===== config.mk =====
export PLATFORM = sky130hd
export DESIGN_NAME = mac_interrupt_mask_status
export DESIGN_NICKNAME = d
export VERILOG_FILES = /design/src/mac_irq_pkg.sv /design/src/mac_irq_event_capture.sv /design/src/mac_interrupt_mask_status.sv
export VERILOG_INCLUDE_DIRS = /design/src
export SDC_FILE = /design/constraint.sdc
export NUM_CORES = 1
export LEC_CHECK = 0
export BUFFER_PORTS_ARGS = -buffer_cell sky130_fd_sc_hd__buf_2
export CORE_ASPECT_RATIO = 0.5
export CORE_UTILIZATION = 30
export CTS_CLUSTER_DIAMETER = 120
export DETAILED_ROUTE_END_ITERATION = 8
export PLACE_DENSITY = 0.55
export SLEW_MARGIN = 20
export SYNTH_ARGS = -nofsm -noshare
export SYNTH_HDL_FRONTEND = slang
export SYNTH_HIERARCHICAL = 1
export SYNTH_SLANG_ARGS = --single-unit

===== constraint.sdc =====
create_clock -name clock -period 3.15 [get_ports clock]
set_input_delay 0.4725 -clock clock [delete_from_list [all_inputs] [get_ports clock]]
set_output_delay 0.4725 -clock clock [all_outputs]
set_load 0.05 [all_outputs]

===== src/mac_irq_params.svh =====
// constants for the mac interrupt mask and status block
`ifndef MAC_IRQ_PARAMS_SVH
`define MAC_IRQ_PARAMS_SVH

// ==========================================================
// bus geometry
`define ADDR_W 8
`define DATA_W 32

// ==========================================================
// register byte addresses
`define OFS_RX_RAW 8'h00
`define OFS_RX_MASKED 8'h04
`define OFS_RX_MASK_SET 8'h08
`define OFS_RX_MASK_CLEAR 8'h0C
`define OFS_MAC_RAW 8'h10
`define OFS_MAC_MASKED 8'h14
`define OFS_MAC_MASK_SET 8'h18
`define OFS_MAC_MASK_CLEAR 8'h1C
`define OFS_EVENT_STATUS 8'h20

// ==========================================================
// field layout
`define RX_CH 8
`define RX_W 16
`define RX_LSB 0
`define RX_MSB 7
`define RX_THR_LSB 8
`define RX_THR_MSB 15
`define MAC_W 2
`define MAC_STAT_BIT 0
`define MAC_HOST_BIT 1
`define EVT_W 18
`define EVT_MAC_LSB 16
`define EVT_MAC_MSB 17

// ==========================================================
// reset values
`define RX_MASK_RST 16'h0000
`define MAC_MASK_RST 2'h0
`define EVT_RST 18'h00000
`define RDATA_RST 32'h0000_0000

`endif


===== src/mac_irq_pkg.sv =====
// types shared by the mac interrupt mask and status block
`include "mac_irq_params.svh"

package mac_irq_pkg;

  // ==========================================================
  // register port request
  typedef struct packed {
    logic [`ADDR_W-1:0] addr;
    logic [`DATA_W-1:0] wdata;
    logic wr;
    logic rd;
  } bus_req_t;

  // ==========================================================
  // pending sources, same layout as the event status register
  typedef struct packed {
    logic [`MAC_W-1:0] mac;
    logic [`RX_CH-1:0] rx_thresh;
    logic [`RX_CH-1:0] rx;
  } pend_t;

  // ==========================================================
  // state of the event capture
  typedef struct packed {
    logic [`EVT_W-1:0] raw;
    logic [`EVT_W-1:0] sticky;
  } evt_state_t;

  // ==========================================================
  // state of the register and mask logic
  typedef struct packed {
    logic [`RX_W-1:0] rx_mask;
    logic [`MAC_W-1:0] mac_mask;
    logic [`DATA_W-1:0] rdata;
    logic irq;
  } ctl_state_t;

endpackage : mac_irq_pkg


===== src/mac_irq_event_capture.sv =====
// pending level capture with sticky rising-edge event flags
`timescale 1ns/1ps
`default_nettype none
`include "mac_irq_params.svh"

module mac_irq_event_capture
  import mac_irq_pkg::*;
(
  // clock and reset
  input wire logic clock,
  input wire logic rst_n,
  // pending levels and write-one-to-clear
  input wire pend_t pend_in,
  input wire logic [`EVT_W-1:0] evt_clear,
  // captured state
  output logic [`EVT_W-1:0] raw_q,
  output logic [`EVT_W-1:0] sticky_q
);

  evt_state_t q;
  evt_state_t d;
  logic [`EVT_W-1:0] rise;

  // ==========================================================
  // per-bit rising edge detect
  genvar i;
  for (i = 0; i < `EVT_W; i++) begin : g_bit
    assign rise[i] = pend_in[i] & ~q.raw[i];
  end

  // set wins over a clear in the same cycle so no edge is lost
  always_comb begin
    d.raw = pend_in;
    d.sticky = (q.sticky & ~evt_clear) | rise;
  end

  always_ff @(posedge clock or negedge rst_n) begin
    if (!rst_n) begin
      q <= '{raw: `EVT_RST, sticky: `EVT_RST};
    end else begin
      q <= d;
    end
  end

  assign raw_q = q.raw;
  assign sticky_q = q.sticky;

endmodule : mac_irq_event_capture

`default_nettype wire


===== src/mac_interrupt_mask_status.sv =====
// mac interrupt mask and status registers with interrupt output
// Function
// - rx mask-clear bits 15..8 set to one disable channel threshold interrupts
// - rx mask-clear bits 7..0 set to one disable channel receive interrupts
// - all receive mask bits are cleared by reset
// - mac raw status bit 1 shows host error pending, ignoring its mask
// - mac raw status bit 0 shows statistics pending before masking
// - mac masked status bits 1 and 0 show pending gated by mask
// - writing one to mac mask-set bit 1 enables host error interrupt
// - writing one to mac mask-set bit 0 enables statistics interrupt
// - writing one to mac mask-clear bit 1 disables host error interrupt
// - writing one to mac mask-clear bit 0 disables statistics interrupt
// - rx mask-set shares the clear layout; ones enable, zeros do nothing
// - rx raw status shows threshold pending 15..8 and receive pending 7..0
`timescale 1ns/1ps
`default_nettype none
`include "mac_irq_params.svh"

module mac_interrupt_mask_status
  import mac_irq_pkg::*;
(
  // clock and reset
  input wire logic clock,
  input wire logic rst_n,
  // register port
  input wire bus_req_t reg_req,
  output logic [`DATA_W-1:0] reg_rdata,
  // pending levels from receive, host error and statistics logic
  input wire pend_t pend_in,
  // interrupt
  output logic irq
);

  ctl_state_t q;
  ctl_state_t d;
  logic [`EVT_W-1:0] raw;
  logic [`EVT_W-1:0] sticky;
  logic [`EVT_W-1:0] evt_clear;
  logic [`EVT_W-1:0] enable;
  logic [`EVT_W-1:0] masked;

  // ==========================================================
  // event capture
  mac_irq_event_capture u_capture (
    .clock(clock),
    .rst_n(rst_n),
    .pend_in(pend_in),
    .evt_clear(evt_clear),
    .raw_q(raw),
    .sticky_q(sticky)
  );

  // ==========================================================
  // masking
  // masks and sticky events share one layout, so one vector gates both
  assign enable = {q.mac_mask, q.rx_mask};
  assign masked = raw & enable;
  assign evt_clear = (reg_req.wr && reg_req.addr == `OFS_EVENT_STATUS) ?
                     reg_req.wdata[`EVT_W-1:0] : `EVT_RST;

  // ==========================================================
  // register writes, read mux and interrupt
  always_comb begin
    d = q;
    if (reg_req.wr) begin
      unique case (reg_req.addr)
        `OFS_RX_MASK_SET: begin
          d.rx_mask = q.rx_mask | reg_req.wdata[`RX_W-1:0];
        end
        `OFS_RX_MASK_CLEAR: begin
          d.rx_mask[`RX_THR_MSB:`RX_THR_LSB] = q.rx_mask[`RX_THR_MSB:`RX_THR_LSB] &
                                               ~reg_req.wdata[`RX_THR_MSB:`RX_THR_LSB];
          d.rx_mask[`RX_MSB:`RX_LSB] = q.rx_mask[`RX_MSB:`RX_LSB] &
                                       ~reg_req.wdata[`RX_MSB:`RX_LSB];
        end
        `OFS_MAC_MASK_SET: begin
          d.mac_mask[`MAC_HOST_BIT] = q.mac_mask[`MAC_HOST_BIT] | reg_req.wdata[`MAC_HOST_BIT];
          d.mac_mask[`MAC_STAT_BIT] = q.mac_mask[`MAC_STAT_BIT] | reg_req.wdata[`MAC_STAT_BIT];
        end
        `OFS_MAC_MASK_CLEAR: begin
          d.mac_mask[`MAC_HOST_BIT] = q.mac_mask[`MAC_HOST_BIT] & ~reg_req.wdata[`MAC_HOST_BIT];
          d.mac_mask[`MAC_STAT_BIT] = q.mac_mask[`MAC_STAT_BIT] & ~reg_req.wdata[`MAC_STAT_BIT];
        end
        default: begin
          d.rx_mask = q.rx_mask;
        end
      endcase
    end
    // read data stand for one cycle only, zero otherwise
    d.rdata = `RDATA_RST;
    if (reg_req.rd) begin
      unique case (reg_req.addr)
        `OFS_RX_RAW: begin
          d.rdata[`RX_W-1:0] = raw[`RX_W-1:0];
        end
        `OFS_RX_MASKED: begin
          d.rdata[`RX_W-1:0] = masked[`RX_W-1:0];
        end
        `OFS_RX_MASK_SET, `OFS_RX_MASK_CLEAR: begin
          d.rdata[`RX_W-1:0] = q.rx_mask;
        end
        `OFS_MAC_RAW: begin
          d.rdata[`MAC_HOST_BIT] = raw[`EVT_MAC_LSB + `MAC_HOST_BIT];
          d.rdata[`MAC_STAT_BIT] = raw[`EVT_MAC_LSB + `MAC_STAT_BIT];
        end
        `OFS_MAC_MASKED: begin
          d.rdata[`MAC_W-1:0] = masked[`EVT_MAC_MSB:`EVT_MAC_LSB];
        end
        `OFS_MAC_MASK_SET, `OFS_MAC_MASK_CLEAR: begin
          d.rdata[`MAC_W-1:0] = q.mac_mask;
        end
        `OFS_EVENT_STATUS: begin
          d.rdata[`EVT_W-1:0] = sticky;
        end
        default: begin
          d.rdata = `RDATA_RST;
        end
      endcase
    end
    // level follows live masked pending and latched masked edges
    d.irq = (|masked) | (|(sticky & enable));
  end

  always_ff @(posedge clock or negedge rst_n) begin
    if (!rst_n) begin
      q <= '{rx_mask: `RX_MASK_RST, mac_mask: `MAC_MASK_RST, rdata: `RDATA_RST, irq: 1'b0};
    end else begin
      q <= d;
    end
  end

  assign reg_rdata = q.rdata;
  assign irq = q.irq;
endmodule : mac_interrupt_mask_status

`default_nettype wire


==> run summary <==
The run finished with clean final reports. The run gives 14600 um as the wire length of the first global-routing pass. Dividing the detail-routed wire length by the instance count gives 16.0 um. In this run the most critical hold path is launched from pend_in[8].

For this run, design rule violations remaining after detail routing come to 0. The shortest clock period the worst path allows after layout came out at 1.92 ns. Summed over all nets, the half-perimeter wirelength after detailed placement is 6090 um.

The overall fraction of global-route tracks in use is 15.8%, and the remaining max-slew budget at the tightest pin is 35.7%. Between clock sinks in the finished design, the worst skew comes to 0.00979 ns. The worst hold path terminates at u_capture/raw_q[8]$_DFF_PN0_. The via count of the first global-routing pass was 2744; the number of DRC markers after the initial detailed-route iteration was 238. Setup repair after global routing left no endpoint under its margin.

The count of non-filler cells in the finished layout was 576. Counting flops with a built-in enable in the synthesized netlist gives 0. The largest voltage drop on the vdd net came out at 0.237 mV.

Of the post-synthesis cell area, the dominant cell type holds 50.4%. The tools report the count of fill cells added during filler insertion as 1156. The number of buffer cells added on primary ports is 66, and the total detailed-routing wirelength is 9210 um. The tools report the library cell used as clock root buffer as sky130_fd_sc_hd__clkbuf_16.

In this run, post-CTS hold repair placed 0 buffers. The cell area that synthesis handed to floorplanning was 0.00362 sq mm. In this run the static leakage power is 2.37 nW. The tree built by TritonCTS fans out to 73 sinks. Measured in cells, the most critical reg-to-reg path has a length of 4. The share of cell area taken by muxes after synthesis came out at 5.25%. The maximum fanout encountered on the critical timing path works out to 23. The largest single stage delay on the critical path is 0.53 ns.

Detailed routing inserted a total of 2791 vias. Cells fill 38.7% of the core in the end. For the max-capacitance violation count, the log shows 0. Derived from the worst setup path, the maximum achievable clock frequency is 520 MHz. The count of nets after finishing was 475; the sequential element share of the synthesized area was 50.4%.

From synthesis to final layout, the design area changed by 21.7%. Cell area power density: 535 mW/mm^2. The count of cells resized by post-cts repair came out at 0.

The number of optimization iterations in the first detailed-route pass is 4. The run gives 0.00183 sq mm as the register cell area after layout. Gate count of the mapped netlist: 346. For the row count, the log shows 27. The endpoint identified for the worst register-to-register timing path is irq$_DFF_PN0_. For the register-to-register setup slack, the log shows 1.43 ns. The kind of start point of the critical path is a primary input. The die width was 157 um.

Summing the areas of all and, or, nand and nor instances in the mapped netlist gives 13.5% of the synthesized area. The area fraction in compound gates after synthesis was 20.1%. The initial antenna violation count is 0. Of all cell types, the one taking the most synthesized area is sky130_fd_sc_hd__dfrtp_1. Using the TritonRoute via totals, the vias-per-cell ratio works out to 4.85. TritonCTS built the clock tree.

Summed over all failing endpoints, the final setup total negative slack is 0 ns. The tools report the launch point of the worst reg-to-reg path as u_capture/raw_q[10]$_DFF_PN0_. Yosys printed 6 warnings.

The maximum number of pins on one net before global-route repair is 74, and the die outline area is 0.0125 sq mm. Yosys attributes the largest share of cell area to sky130_fd_sc_hd__dfrtp_1, sky130_fd_sc_hd__o22ai_2, sky130_fd_sc_hd__inv_1, sky130_fd_sc_hd__mux2i_1, sky130_fd_sc_hd__a22o_1. Synthesized flop and latch total: 73. The post-route netlist has 28.5% of its cells at a drive strength greater than 1.

Data on the critical path arrives at its endpoint at 2.14 ns. For the number of buffers created by CTS, the log shows 9. The critical path endpoint category was a flip-flop. Traced cell by cell, the critical path runs through buf_2 -> o21ai_0 -> and3b_1 -> nand3_1 -> a21oi_1. The classification of the worst-slack hold path is in2reg. The height of the chip came out at 79.7 um.

The standard cell with the maximum stage delay on the critical path was sky130_fd_sc_hd__nand3_1. The depth of the worst hold-timing path is 1. After synthesis, the largest family of logic cells by area is compound AO/OA/AOI/OAI gates.

The run gives 0 as the final-report max-slew violation count. The run gives 2 as the maximum number of buffers from clock root to sink. Antenna diode count: 0. Summing all multi-input logic gate instances after layout gives 0.00146 sq mm.

After Yosys synthesis, full adders, half adders and majority gates account for 0% of the synthesized area. The CTS H-tree depth was 3. The run gives 95 as the number of ports placed on the die boundary. After global routing the overflow that remains totals 0. After floorplanning, the core was sized to cover 0.0114 sq mm. In this run, distinct cell masters in the synthesized netlist total 36. Setup violations remaining at the end of the flow were counted as 0. The data required time at the worst endpoint is 3.37 ns. Sorting the synthesized cells by how often they occur yields sky130_fd_sc_hd__dfrtp_1, sky130_fd_sc_hd__inv_1, sky130_fd_sc_hd__nand2_1. Including well taps, the total number of placed cells is 561. The critical setup path kind is in2reg.

The clock reaches the later pin of the worst-skew pair after 0.34 ns. Clock-pin slew was measured on the worst setup and hold paths at 0.06 ns. Among all cell types in the netlist, the one instantiated most often is sky130_fd_sc_hd__dfrtp_1. The run gives 2.36 mW as the total power of the final layout. The slew at the pin closest to its max-slew limit was 0.965 ns.

After layout, the worst path uses 61.0% of the clock period. The tools report the effective utilization at floorplan as 31.8%. The fraction of registers with async set or reset after synthesis is 100%.

The logs give 0 for the post-detailed-route count of antenna-violating nets and 0.805 for the routability-driven placement congestion ratio. Buffers added to address setup during post-CTS repair amount to 0. Each instance of the synthesized netlist takes up on average 10.5 sq um.

The final hold violation count came out at 0. Primary flip-flop cell chosen by synthesis mapping: sky130_fd_sc_hd__dfrtp_1. The xor and xnor fraction of the mapped netlist area was 0%.
[cells in the final DEF, fill, tap and decap left out, types with 2 or more instances in the layout]
master                       n
sky130_fd_sc_hd__a21oi_1    19
sky130_fd_sc_hd__nor4_4      2
sky130_fd_sc_hd__mux2i_1    19
sky130_fd_sc_hd__buf_2      65
sky130_fd_sc_hd__a22oi_1     4
sky130_fd_sc_hd__dfrtp_1    73
sky130_fd_sc_hd__bufinv_16   3
sky130_fd_sc_hd__a221oi_1    5
sky130_fd_sc_hd__o21ai_0     8
sky130_fd_sc_hd__nand2_1    24
sky130_fd_sc_hd__a32oi_1    12
sky130_fd_sc_hd__nor2_1      4
sky130_fd_sc_hd__inv_1      54
sky130_fd_sc_hd__buf_4       7
sky130_fd_sc_hd__nand2_2    10
sky130_fd_sc_hd__and3_1     22
sky130_fd_sc_hd__nor4b_1     2
sky130_fd_sc_hd__a22o_1     19
sky130_fd_sc_hd__o22ai_2    18
sky130_fd_sc_hd__conb_1     14
sky130_fd_sc_hd__clkbuf_16   9
sky130_fd_sc_hd__nand3_1     4
sky130_fd_sc_hd__nand3b_1    2
sky130_fd_sc_hd__nand4_1     4
[logic make-up after synthesis]
family | Yosys count
other | 1
AO/OA/AOI/OAI | 88
flip-flops | 73
multiplexers | 19
buffers and inverters | 83
AND/OR/NAND/NOR | 82
[worst max path at each step]
stage	start	end	slack, ns	cells past startpoint
2_1_floorplan	reg_req[39]	flip-flop	1.24	5
3_3_place_gp	reg_req[39]	flip-flop	0.96	6
3_5_place_dp	reg_req[39]	flip-flop	0.95	6
4_1_cts	reg_req[39]	flip-flop	1.30	6
5_1_grt	reg_req[38]	reg_rdata[3]$_DFF_PN0_	1.16	6
6_report	reg_req[37]	reg_rdata[14]$_DFF_PN0_	1.23	5
[final cells by class]
cell class / count / share of cell area, %
inverters: 54 / 4.60
clock inverters: 5 / 2.35
well taps: 159 / 4.51
multi-input cells: 203 / 33.1
repair buffers: 72 / 8.57
clock buffers: 10 / 5.42
flip-flops and latches: 73 / 41.4
[power by group]
group          internal (mW)  total, mW  switching, mW
registers              0.962      0.991         0.0294
clock network          0.790       1.18          0.394
logic                 0.0596      0.184          0.124
[routing by layer]
layer	part of all wire (%)	track usage [%]	vias up
li1	-	-	1332
met1	48	21.5	1364
met2	44	23.8	85
met3	6.8	4.78	10
met4	1.2	4.95	0
met5	0	0	-
[per-stage QoR]
| step | hold slack [ns] | instance area [sq um] | setup slack, ns |
|---|---|---|---|
| final | 0.247 | 4410 | 1.23 |
| after global routing | 0.241 | 4410 | 1.16 |
| after CTS | 0.240 | 4410 | 1.30 |
| after detailed placement | 0.498 | 4070 | 0.950 |
| after global placement | 0.493 | 4070 | 0.957 |
| after floorplan | 0.177 | 3670 | 1.24 |
[critical path, delay by kind of cell]
family / cells / cell delay (ns)
AO/OA/AOI/OAI: 2 / 0.67
buffers and inverters: 1 / 0.26
AND/OR/NAND/NOR: 2 / 0.73
No activity file was read; power rests on OpenSTA's default activity.
